--- config.mk ---
export PLATFORM = sky130hd
export DESIGN_NAME = atc_comparator
export DESIGN_NICKNAME = d
export VERILOG_FILES = /design/src/include/atc_pkg.sv /design/src/rtl/atc_comparator.sv
export SDC_FILE = /design/constraint.sdc
export NUM_CORES = 2
export LEC_CHECK = 0
export BUFFER_PORTS_ARGS = -buffer_cell sky130_fd_sc_hd__buf_2
export CAP_MARGIN = 30
export CORE_MARGIN = 2
export CORE_UTILIZATION = 51
export CTS_BUF_LIST = sky130_fd_sc_hd__clkbuf_4 sky130_fd_sc_hd__clkbuf_8 sky130_fd_sc_hd__clkbuf_16
export CTS_CLUSTER_DIAMETER = 120
export DETAILED_ROUTE_END_ITERATION = 8
export MAX_ROUTING_LAYER = met4
export PLACE_DENSITY = 0.76
export SYNTH_ARGS = -nofsm -noshare
export SYNTH_HDL_FRONTEND = slang
export SYNTH_SLANG_ARGS = --single-unit
--- constraint.sdc ---
create_clock -name ref_clk -period 41.6 [get_ports ref_clk]
set_input_delay 8.32 -clock ref_clk [delete_from_list [all_inputs] [get_ports ref_clk]]
set_output_delay 8.32 -clock ref_clk [all_outputs]
set_load 0.05 [all_outputs]
--- src/include/atc_pkg.sv ---
/*
 Package of the analog threshold comparator: register map, field
 layouts, reset values, mode encodings and timing constants.
 Assumes a 25 MHz ref_clk and a 32-bit plain register port.
*/
`default_nettype none
package atc_pkg;
    localparam int ATC_CLK_HZ = 25000000;
    localparam int ATC_MS_US = 1000;
    localparam int ATC_TICK_US = 1000;
    localparam int ATC_TICK_CYC = (ATC_CLK_HZ / 1000000) * ATC_TICK_US;
    localparam int ATC_HIST_DEPTH = 16;

    localparam logic [7:0] ATC_ADDR_OPSEL = 8'h00;
    localparam logic [7:0] ATC_ADDR_MODE = 8'h04;
    localparam logic [7:0] ATC_ADDR_PICKUP = 8'h08;
    localparam logic [7:0] ATC_ADDR_HYST = 8'h0C;
    localparam logic [7:0] ATC_ADDR_INTERVAL = 8'h10;
    localparam logic [7:0] ATC_ADDR_PKP_DLY = 8'h14;
    localparam logic [7:0] ATC_ADDR_RST_DLY = 8'h18;
    localparam logic [7:0] ATC_ADDR_BASE = 8'h1C;
    localparam logic [7:0] ATC_ADDR_STATUS = 8'h20;
    localparam logic [7:0] ATC_ADDR_IRQ_STAT = 8'h24;
    localparam logic [7:0] ATC_ADDR_IRQ_MASK = 8'h28;
    localparam logic [7:0] ATC_ADDR_OPVAL = 8'h2C;

    localparam int ATC_MODE_ABS_BIT = 0;
    localparam int ATC_MODE_DELTA_BIT = 1;
    localparam int ATC_MODE_UNDER_BIT = 2;
    localparam int ATC_MODE_UNIT_BIT = 3;
    localparam int ATC_IRQ_PKP_BIT = 0;
    localparam int ATC_IRQ_DROP_BIT = 1;
    localparam int ATC_IRQ_OP_BIT = 2;
    localparam int ATC_IRQ_RST_BIT = 3;
    localparam int ATC_IRQ_W = 4;

    localparam logic [31:0] ATC_RST_ZERO = 32'h0000_0000;
    localparam logic [15:0] ATC_RST_BASE = 16'h0100;

    typedef enum logic [3:0] {
        ATC_Q_OFF = 4'h0,
        ATC_Q_FREQ = 4'h1,
        ATC_Q_ANGLE = 4'h2,
        ATC_Q_PF = 4'h3,
        ATC_Q_RTD = 4'h4,
        ATC_Q_DCMA = 4'h5,
        ATC_Q_CURR = 4'h6,
        ATC_Q_VOLT = 4'h7,
        ATC_Q_POWER = 4'h8
    } atc_qtype_t;

    typedef enum logic [1:0] {
        ATC_ST_IDLE = 2'b00,
        ATC_ST_PKP = 2'b01,
        ATC_ST_OP = 2'b10,
        ATC_ST_DROP = 2'b11
    } atc_state_t;

    typedef struct packed {
        logic signed [31:0] value;
        logic [15:0] base;
        atc_qtype_t qtype;
    } atc_operand_t;

    typedef struct packed {
        logic [7:0] addr;
        logic [31:0] wdata;
        logic wr;
        logic rd;
    } atc_bus_req_t;
endpackage
`default_nettype wire

--- src/rtl/atc_comparator.sv ---
/*
 Analog threshold comparator: signed or absolute net difference of two
 metered values, level or rate comparison against a per-unit pickup
 with percentage hysteresis, pickup and reset delays, and interrupt.
 Assumes operand values arrive synchronous with a one-cycle sample
 strobe, each carrying its quantity type and its per-unit base.
*/
// Added by the designer: the register offsets and the address-and-strobe port.
//
// Summary of operation
// - Positive operand Off counts as zero
// - Operating signal is plus minus minus operand
// - No selected operand: pickup and operate never assert
// - Mismatched operand types: element does not operate
// - Signed mode uses difference with sign
// - Absolute mode uses difference magnitude
// - Level mode compares signal itself
// - Delta mode compares change over interval
// - Over picks up above threshold
// - Under picks up below threshold
// - Signed arithmetic for signal and threshold
// - Hysteresis width is percent of pickup
// - Fixed per-unit bases for fixed quantities
// - Milliamp base is larger transducer maximum
// - Current, voltage, power base is larger nominal
// - Interval settings used only in delta mode
// - Pickup delay asserts, reset delay deasserts
`timescale 1ns/1ps
`default_nettype none
module atc_comparator (
    input wire logic ref_clk,
    input wire logic rst_n,
    input wire logic sample_stb,
    input wire atc_pkg::atc_operand_t op_plus,
    input wire atc_pkg::atc_operand_t op_minus,
    input wire atc_pkg::atc_bus_req_t bus_req,
    output logic [31:0] bus_rdata,
    output logic pickup_flag,
    output logic operate_flag,
    output logic dropout_flag,
    output logic irq
);
    import atc_pkg::*;

    // ==================================================
    // State
    typedef struct packed {
        logic [31:0] opsel;
        logic [31:0] mode;
        logic signed [31:0] pickup;
        logic [7:0] hyst;
        logic [15:0] interval;
        logic [15:0] pkp_dly;
        logic [15:0] rst_dly;
        logic [15:0] cmp_base;
        logic [ATC_IRQ_W-1:0] irq_stat;
        logic [ATC_IRQ_W-1:0] irq_mask;
        logic [31:0] rdata;
        logic signed [31:0] opval;
        logic [ATC_HIST_DEPTH-1:0][31:0] hist;
        logic [3:0] wptr;
        logic [15:0] tick_cnt;
        logic [15:0] unit_cnt;
        logic [15:0] dly_cnt;
        atc_state_t st;
        logic pkp;
        logic op;
        logic drop;
        logic irq;
    } atc_reg_t;

    atc_reg_t r;
    atc_reg_t next_r;

    logic signed [31:0] plus_v;
    logic signed [31:0] minus_v;
    logic signed [32:0] diff;
    logic signed [31:0] opsig;
    logic signed [31:0] qty;
    logic signed [47:0] band_w;
    logic signed [31:0] band;
    logic signed [31:0] thr_drop;
    logic valid;
    logic picked;
    logic dropped;
    logic tick;
    logic unit_tick;
    logic [15:0] base_sel;
    logic [15:0] qty_idx;
    logic [3:0] old_idx;

    // ==================================================
    // Operating signal
    always_comb begin
        plus_v = (op_plus.qtype == ATC_Q_OFF) ? 32'sh0 : op_plus.value;
        minus_v = (op_minus.qtype == ATC_Q_OFF) ? 32'sh0
                                                 : op_minus.value;
        diff = 33'(plus_v) - 33'(minus_v);
        if (r.mode[ATC_MODE_ABS_BIT] && diff < 0) begin
            opsig = 32'(-diff);
        end else begin
            opsig = 32'(diff);
        end
        // Operator off requires at least one named value
        valid = (op_plus.qtype != ATC_Q_OFF)
                || (op_minus.qtype != ATC_Q_OFF);
        if (op_plus.qtype != ATC_Q_OFF && op_minus.qtype != ATC_Q_OFF
                && op_plus.qtype != op_minus.qtype) begin
            valid = 1'b0;
        end
    end

    // ==================================================
    // Per-unit base, reported to software for scaling the pickup
    always_comb begin
        atc_qtype_t qt;
        qt = (op_plus.qtype != ATC_Q_OFF) ? op_plus.qtype : op_minus.qtype;
        case (qt)
            ATC_Q_FREQ, ATC_Q_ANGLE, ATC_Q_PF, ATC_Q_RTD: begin
                base_sel = ATC_RST_BASE;
            end
            ATC_Q_DCMA: begin
                base_sel = (op_plus.base > op_minus.base) ? op_plus.base
                                                          : op_minus.base;
            end
            ATC_Q_CURR, ATC_Q_VOLT, ATC_Q_POWER: begin
                base_sel = (op_plus.base > op_minus.base) ? op_plus.base
                                                          : op_minus.base;
            end
            default: begin
                base_sel = ATC_RST_BASE;
            end
        endcase
    end

    // ==================================================
    // Level or delta quantity and threshold
    always_comb begin
        qty_idx = 16'(r.wptr) - r.interval;
        old_idx = qty_idx[3:0];
        if (r.mode[ATC_MODE_DELTA_BIT]) begin
            qty = opsig - signed'(r.hist[old_idx]);
        end else begin
            qty = opsig;
        end
        band_w = 48'(r.pickup) * 48'(signed'({1'b0, r.hyst}));
        band_w = band_w / 48'sd100;
        band = (band_w < 0) ? 32'(-band_w) : 32'(band_w);
        if (r.mode[ATC_MODE_UNDER_BIT]) begin
            picked = qty < r.pickup;
            thr_drop = r.pickup + band;
            dropped = qty > thr_drop;
        end else begin
            picked = qty > r.pickup;
            thr_drop = r.pickup - band;
            dropped = qty < thr_drop;
        end
        tick = (r.tick_cnt == 16'(ATC_TICK_CYC - 1));
        unit_tick = tick && (!r.mode[ATC_MODE_UNIT_BIT]
                             || r.unit_cnt == 16'(ATC_MS_US - 1));
    end

    // ==================================================
    // Next state
    always_comb begin
        logic [ATC_IRQ_W-1:0] ev;
        next_r = r;
        ev = '0;
        next_r.rdata = 32'h0000_0000;
        next_r.tick_cnt = tick ? 16'h0000 : r.tick_cnt + 16'h0001;
        if (tick) begin
            next_r.unit_cnt = (r.unit_cnt == 16'(ATC_MS_US - 1))
                              ? 16'h0000 : r.unit_cnt + 16'h0001;
        end
        // History takes the last sample each unit; strobes need not align
        if (unit_tick) begin
            next_r.hist[r.wptr] = r.opval;
            next_r.wptr = r.wptr + 4'h1;
        end
        if (sample_stb) begin
            next_r.opval = opsig;
            next_r.cmp_base = base_sel;
        end
        case (r.st)
            ATC_ST_IDLE: begin
                if (valid && picked && sample_stb) begin
                    next_r.st = ATC_ST_PKP;
                    next_r.dly_cnt = 16'h0000;
                    ev[ATC_IRQ_PKP_BIT] = 1'b1;
                end
            end
            ATC_ST_PKP: begin
                if (!valid || dropped) begin
                    next_r.st = ATC_ST_IDLE;
                end else if (r.dly_cnt >= r.pkp_dly) begin
                    next_r.st = ATC_ST_OP;
                    ev[ATC_IRQ_OP_BIT] = 1'b1;
                end else if (tick) begin
                    next_r.dly_cnt = r.dly_cnt + 16'h0001;
                end
            end
            ATC_ST_OP: begin
                if (!valid || dropped) begin
                    next_r.st = ATC_ST_DROP;
                    next_r.dly_cnt = 16'h0000;
                    ev[ATC_IRQ_DROP_BIT] = 1'b1;
                end
            end
            ATC_ST_DROP: begin
                if (valid && !dropped) begin
                    next_r.st = ATC_ST_OP;
                end else if (r.dly_cnt >= r.rst_dly) begin
                    next_r.st = ATC_ST_IDLE;
                    ev[ATC_IRQ_RST_BIT] = 1'b1;
                end else if (tick) begin
                    next_r.dly_cnt = r.dly_cnt + 16'h0001;
                end
            end
            default: begin
                next_r.st = ATC_ST_IDLE;
            end
        endcase
        // Pickup and operate forced low whenever the operands are unusable
        next_r.pkp = valid && (next_r.st != ATC_ST_IDLE);
        next_r.op = valid && (next_r.st inside {ATC_ST_OP, ATC_ST_DROP});
        next_r.drop = !(next_r.pkp);
        if (bus_req.wr) begin
            case (bus_req.addr)
                ATC_ADDR_OPSEL: next_r.opsel = bus_req.wdata;
                ATC_ADDR_MODE: next_r.mode = bus_req.wdata;
                ATC_ADDR_PICKUP: next_r.pickup = bus_req.wdata;
                ATC_ADDR_HYST: next_r.hyst = bus_req.wdata[7:0];
                ATC_ADDR_INTERVAL: next_r.interval = bus_req.wdata[15:0];
                ATC_ADDR_PKP_DLY: next_r.pkp_dly = bus_req.wdata[15:0];
                ATC_ADDR_RST_DLY: next_r.rst_dly = bus_req.wdata[15:0];
                ATC_ADDR_IRQ_STAT: begin
                    next_r.irq_stat = r.irq_stat
                                      & ~bus_req.wdata[ATC_IRQ_W-1:0];
                end
                ATC_ADDR_IRQ_MASK: begin
                    next_r.irq_mask = bus_req.wdata[ATC_IRQ_W-1:0];
                end
                default: begin
                end
            endcase
        end
        // Set beats clear in the same cycle
        next_r.irq_stat = next_r.irq_stat | ev;
        next_r.irq = |(next_r.irq_stat & next_r.irq_mask);
        if (bus_req.rd) begin
            case (bus_req.addr)
                ATC_ADDR_OPSEL: next_r.rdata = r.opsel;
                ATC_ADDR_MODE: next_r.rdata = r.mode;
                ATC_ADDR_PICKUP: next_r.rdata = r.pickup;
                ATC_ADDR_HYST: next_r.rdata = {24'h000000, r.hyst};
                ATC_ADDR_INTERVAL: next_r.rdata = {16'h0000, r.interval};
                ATC_ADDR_PKP_DLY: next_r.rdata = {16'h0000, r.pkp_dly};
                ATC_ADDR_RST_DLY: next_r.rdata = {16'h0000, r.rst_dly};
                ATC_ADDR_BASE: next_r.rdata = {16'h0000, r.cmp_base};
                ATC_ADDR_STATUS: begin
                    next_r.rdata = {28'h0000000, valid, r.drop, r.op, r.pkp};
                end
                ATC_ADDR_IRQ_STAT: next_r.rdata = {28'h0000000, r.irq_stat};
                ATC_ADDR_IRQ_MASK: next_r.rdata = {28'h0000000, r.irq_mask};
                ATC_ADDR_OPVAL: next_r.rdata = r.opval;
                default: next_r.rdata = 32'h0000_0000;
            endcase
        end
    end

    // ==================================================
    // Registers
    always_ff @(posedge ref_clk) begin
        if (!rst_n) begin
            r <= '0;
            r.cmp_base <= ATC_RST_BASE;
            r.drop <= 1'b1;
            r.st <= ATC_ST_IDLE;
        end else begin
            r <= next_r;
        end
    end

    assign bus_rdata = r.rdata;
    assign pickup_flag = r.pkp;
    assign operate_flag = r.op;
    assign dropout_flag = r.drop;
    assign irq = r.irq;
endmodule
`default_nettype wire

# ---- After elaboration in Yosys (flattened, before gate mapping)
# Cells that the tools add are included.
dict set report word_totals {
  romBits 0
  inputBits 149
  memories 0
  ff_bits 810
  mem_bits_rw 0
  out_inout_bits 36
  latch_bits 0
  elab_cells 176
}
dict set report classes {
  multipliers 1
  n_eq_ne 29
  shift 0
  mux 43
  bitwise_logic 5
  add_sub_neg 11
  n_reduce_logical 37
  n_lt_le_gt_ge 12
  n_div 1
}
# cell count
set ops {}
lappend ops {{$bwmux 512} 1}
lappend ops {{$pmux 32 s12} 1}
lappend ops {{$mux 32} 7}
lappend ops {{$bmux 32 s4} 1}
lappend ops {{$demux 32 s4} 1}
lappend ops {{$mux 16} 8}
lappend ops {{$pmux 18 s4} 1}
lappend ops {{$gt 32x32->1} 2}
lappend ops {{$lt 32x32->1} 2}
lappend ops {{$neg 32->32} 2}
lappend ops {{$sub 32x32->32} 2}
lappend ops {{$add 16x1->16 const B} 3}
lappend ops {{$div 48x8->48 const B} 1}
lappend ops {{$lt 48x1->1 const B} 1}
lappend ops {{$mul 32x9->41} 1}
lappend ops {{$mux 18} 2}
lappend ops {{$lt 33x1->1 const B} 1}
lappend ops {{$sub 32x32->33} 1}
lappend ops {{$add 32x32->32} 1}
lappend ops {{$eq 8x5->1 const B} 4}
lappend ops {{$eq 8x6->1 const B} 4}
lappend ops {{$ge 16x16->1} 2}
lappend ops {{$eq 16x10->1 const B} 1}
lappend ops {{$eq 16x15->1 const B} 1}
lappend ops {{33 further kinds} 88}

# ---- Longest topological paths before layout
dict set report logic_depth {
  ltp_word 17
  ltp_mapped 200
}

# ---- Worst setup path before layout
# Ideal clock, no wire load.
dict set report synth_path {
  path_type {register -> register}
  from {register r[708] (netlist name)}
  to {register r[19] (netlist name)}
  setup_slack_ns 6.213
  path_buffers 10
  t_required_ns 41.472
  t_arrival_ns 35.259
  period_less_slack_ns 35.387
  setup_ns 0.128
  path_stages_with_launch 159
  cell_sequence {dfxtp_1 -> clkbuf_1 -> clkbuf_1 -> nand2_1 -> fa_1 -> inv_1 -> fa_1 -> fa_1 -> inv_1 -> fa_1 -> inv_1 -> ha_1 -> a21o_1 -> a31o_1 -> or3_1 -> a2111o_1 -> a21o_1 -> or4b_1 -> (+123 left out) -> xnor2_1 -> xnor2_1 -> ha_1 -> nand4_1 -> or2_2 -> nor3_1 -> a21oi_1 -> xor2_1 -> a311oi_1 -> a21oi_1 -> o22ai_1 -> and2_1 -> clkbuf_1 -> and4_1 -> clkbuf_1 -> nand4_1 -> xor2_1 -> nor2_1}
}
dict set report synth_between {
  elab_chain_cells 11
  elab_cells_between_ends 17
  cone_classes {add/sub: 3; mul: 1; div: 1; order compare: 3; eq/ne: 3; mux: 2; reduce/logical: 4}
}
# element line_no
set synth_lines {}
lappend synth_lines {{start, declared} atc_comparator.sv:72} ;# atc_reg_t r;
lappend synth_lines {{start signal, assigned} atc_comparator.sv:280} ;# r <= next_r;
lappend synth_lines {{$mul 32x9->41 (*)} atc_comparator.sv:146} ;# band_w = 48'(r.pickup) * 48'(signed'({1'b0, r.hyst}));
lappend synth_lines {{$div 48x8->48 (*)} atc_comparator.sv:147} ;# band_w = band_w / 48'sd100;
lappend synth_lines {{$lt 48x1->1 or $neg 32->32 (tied branches)} atc_comparator.sv:148} ;# band = (band_w < 0) ? 32'(-band_w) : 32'(band_w);
lappend synth_lines {{$mux 32 (*)} atc_comparator.sv:148}
lappend synth_lines {{$sub 32x32->32 or $add 32x32->32 (tied branches)} {atc_comparator.sv:155, atc_comparator.sv:151}}
lappend synth_lines {{$lt 32x32->1 or $gt 32x32->1 (tied branches)} {atc_comparator.sv:156, atc_comparator.sv:152}}
lappend synth_lines {{$mux 1 (*)} atc_comparator.sv:149} ;# if (r.mode[ATC_MODE_UNDER_BIT]) begin
lappend synth_lines {{$logic_not 1->1} atc_comparator.sv:210} ;# if (valid && !dropped) begin
lappend synth_lines {{$logic_and 1x1->1} atc_comparator.sv:210}
lappend synth_lines {{$ne 2x2->1 (no line)} n/a}
lappend synth_lines {{$reduce_and 6->1 (no line) (*)} n/a}
# Every way passes the cells marked *; elsewhere a longest branch is shown, timed or not.
# A chain may end at the register's enable or synchronous reset.

# ---- Final worst setup path
dict set report layout_path {
  from {register r[711] (netlist name)}
  to {register r[16] (netlist name)}
}
# The elaborated chain is that of the path after synthesis.

==> flow_summary.yaml <==
run_status:
  status: "finished clean"
critical_path:
  critical-path-top-delay-family: "compound AO/OA/AOI/OAI gates"
  slowest_delay_ns: 0.65
  arrival_ns: 40.12
  cpMostUsedCell: "a21oi_1"
  crit_type: "flip-flop to flip-flop"
  r2r_cells: 150
  slowest_stage: "xnor2_1"
  worst-path-max-fanout: 23
  reg2reg_slack_ns: 2.12
  cp-start-kind: "flip-flop"
  required_ns: 42.24
  rr_startpoint: "r[711]"
  worst_r2r_endpoint: "r[16]"
  endpoint_kind: "flip-flop"
  path_buf_inv: 10
yosys:
  synth_area_leaders: "dfxtp_1, nand2_1, a21boi_0, ha_1, fa_1"
  yosysWarnings: 0
  synth-edff-count: 0
  synth_area_um2: 65600
  synth_nets: 9039
  ys_types: 132
  synth.largest_area_cell: "dfxtp_1"
  ys_seq_area_frac: 0.247
  ys_ff_latch: 810
  synth-async-reset-ratio: 0
  avgSynthCellArea_um2: 7.89
  ys.flop_type: "dfxtp_1"
  synth_top_cell_area_share: 0.247
  syn_inst: 8312
place:
  dpl.cell_count: 9710
  placed_cell_area_um2: 67800
  gp_congestion: 1.03
  dp_slack_ns: -0.0823
  dp_hpwl_mm: 158
  io_buffers: 184
power:
  internal-power_mw: 1.41
  p_switching_uw: 674
  ir_drop_mv: 0.0357
  p_sw_frac: 0.324
  p_per_area_nw_per_um2: 29.0
  share_comb_of_total_power: 0.239
  p_leak_nw: 27.9
  power_frac_seq: 0.389
  pwr-share-clk: 0.372
clock_network:
  cts_made_buffers: 82
  root_buffer: "clkbuf_16"
  clk_pin_slew_worst_paths_ns: 0.06
  cts_tree: "yes"
  cts.sinks: 810
  clockBufferDepth: 3
  clkLatencyLatePin_ns: 0.73
  h-tree-depth: 3
drt:
  wl_met3_mm: 19.8
  wl_met1_mm: 88.0
  wl_met2_mm: 100
  ant_nets: 0
  drtIter0Drc: 6626
  top_layer_used: "met4"
  vias_per_cell: 6.22
  first_pass_iters: 8
  drc: 0
  vias: 61700
  wl_per_cell_um: 22.1
  wl_mm: 219
job:
  cap_violations: 0
finish:
  fin_nets: 8905
  final_util: 0.562
  layout-drive-gt1-share: 0.110
  stdcell_count: 9912
  flow.area_growth_from_synthesis_pct: 9.40
  fill_cells: 11400
  stdcell_area_um2: 71800
global_route:
  grt_max_degree: 262
  antenna_found_initial: 7
  grt_usage: 0.332
  grt_pass1_vias: 59300
  grt_pass1_wl_mm: 336
  grt_remaining_overflow: 0
worst_hold_path:
  hold_path_startpoint: "r[38]"
  whs_endpoint: "r[38]"
  min_path_type: "flip-flop to flip-flop"
  holdPathStages: 1
floorplanning:
  core_um2: 128000
  rows: 131
  initial_utilization: 0.514
  fp.dieArea_um2: 132000
  die_h_um: 363
  ios: 185
  die_w_um: 363
timing:
  fin_skew_ns: 0.0628
  layout_worst_path_cycle_share: 0.949
  fin_setup_tns_ns: 0
  finalSetupViolCount: 0
  max_freq_mhz: 25.3
  report.final.slew_viol_count: 0
  max_slew_margin: 0.253
  tightest_slew_ns: 1.12
  hold_viol: 0
  layout_setup_ws_ns: 2.12
  fin_crit_ns: 39.48
[stage by stage]
stage                     hold WS, ns  power [mW]
after detailed placement        0.444        1.30
after global placement          0.433        1.28
final                           0.452        2.08
after global routing            0.472        2.17
after CTS                       0.458        2.06
after floorplan                 0.418        1.15
[layout make-up]
class                      instances  area (um^2)  area share
multi-input combinational       6530        46500       0.648
sequential                       810        16200       0.226
timing repair buffer             348         2600      0.0363
clock buffer                     118         2420      0.0337
tap                             1662         2080      0.0290
inverter                         406         1520      0.0212
clock inverter                    34          409     0.00570
antenna                            4         10.0    0.000139
[worst register-to-register path, delay by kind of cell (launching register included)]
kind,cells,cell delay (ns)
AOI/OAI and AO/OA,83,20.29
xor gates and xnor gates,9,2.59
adders and majority gates,9,3.95
buffers and inverters,10,1.45
DFF,1,0.64
muxes,3,1.08
and+or+nand+nor,36,9.46
[Yosys cell counts, drive strengths merged, types with 18 or more instances]
| library cell | count |
|---|---|
| a211oi | 46 |
| a21boi | 682 |
| a21o | 67 |
| a21oi | 298 |
| a221oi | 23 |
| a22o | 18 |
| a22oi | 84 |
| a31oi | 63 |
| a41oi | 21 |
| and2 | 242 |
| and3 | 42 |
| buf | 82 |
| clkbuf | 485 |
| dfxtp | 810 |
| fa | 203 |
| ha | 375 |
| inv | 405 |
| mux2 | 26 |
| mux2i | 79 |
| mux4 | 128 |
| nand2 | 1891 |
| nand2b | 82 |
| nand3 | 147 |
| nand4 | 79 |
| nor2 | 422 |
| nor2b | 87 |
| nor3 | 105 |
| nor4 | 29 |
| o211a | 19 |
| o211ai | 37 |
| o21a | 60 |
| o21ai | 316 |
| o21bai | 38 |
| o22ai | 38 |
| o31ai | 20 |
| or2 | 29 |
| or3 | 46 |
| xnor2 | 261 |
| xor2 | 131 |
[routing by layer]
metal | vias up | track usage
met2 | 3028 | 0.524
met1 | 29700 | 0.415
met3 | 651 | 0.0538
met5 | - | -
met4 | 0 | 0.157
li1 | 28300 | -
[worst max-delay path by stage]
stage | slack, ns | depth (start not counted) | from | endpoint
finish | 2.12 | 150 | r[711] | r[16]
global route | -0.19 | 153 | r[710] | r[13]
CTS | 0.09 | 149 | r[707] | r[15]
detailed placement | -0.08 | 148 | r[708] | r[15]
global placement | 0.81 | 150 | r[708] | r[19]
floorplan | 6.21 | 158 | r[708] | r[19]
[cell usage in the layout, fill, tap and decap left out, drive strengths merged, types with 119 or more instances in the layout]
cell,synthesis,routed
fa,203,203
nor2,422,422
a21oi,298,298
and2,242,242
o21ai,316,316
nand2,1891,1891
nand3,147,147
mux4,128,128
dfxtp,810,810
a21boi,682,682
buf,82,347
inv,405,406
clkbuf,485,119
ha,375,375
xnor2,261,261
xor2,131,131
[cell families (layout without fill, tap and decap cells)]
group,count (synthesis),after routing,synth area share
mux,233,233,0.0605
buf+inv,973,906,0.0582
compound gates,2034,2035,0.221
xor+xnor,392,392,0.0529
flops,810,810,0.247
other cells,0,4,0
fa+ha+maj,591,591,0.135
simple gates,3279,3279,0.225
[repair_timing]
item,4_1_cts,5_1_grt
pin swaps,0,24
gates cloned,0,1
hold buffers,0,0
setup endpoints to repair,15,25
setup buffers,0,39
gates resized for setup,2,128
[power groups by stage]
stage | Combinational, mW | Clock, mW | Sequential (mW)
detailed placement | 0.469 | 0 | 0.828
floorplan | 0.355 | 0 | 0.799
finish | 0.496 | 0.774 | 0.809
global route | 0.546 | 0.810 | 0.808
global placement | 0.456 | 0 | 0.828
CTS | 0.472 | 0.777 | 0.810
[state kept, by name, indices dropped and copies added (netlist names)]
name and flops:
r 774, pickup_flag 1, operate_flag 1, irq 1, bus_rdata 32, dropout_flag 1
No activity file was read; power rests on OpenSTA's default activity.
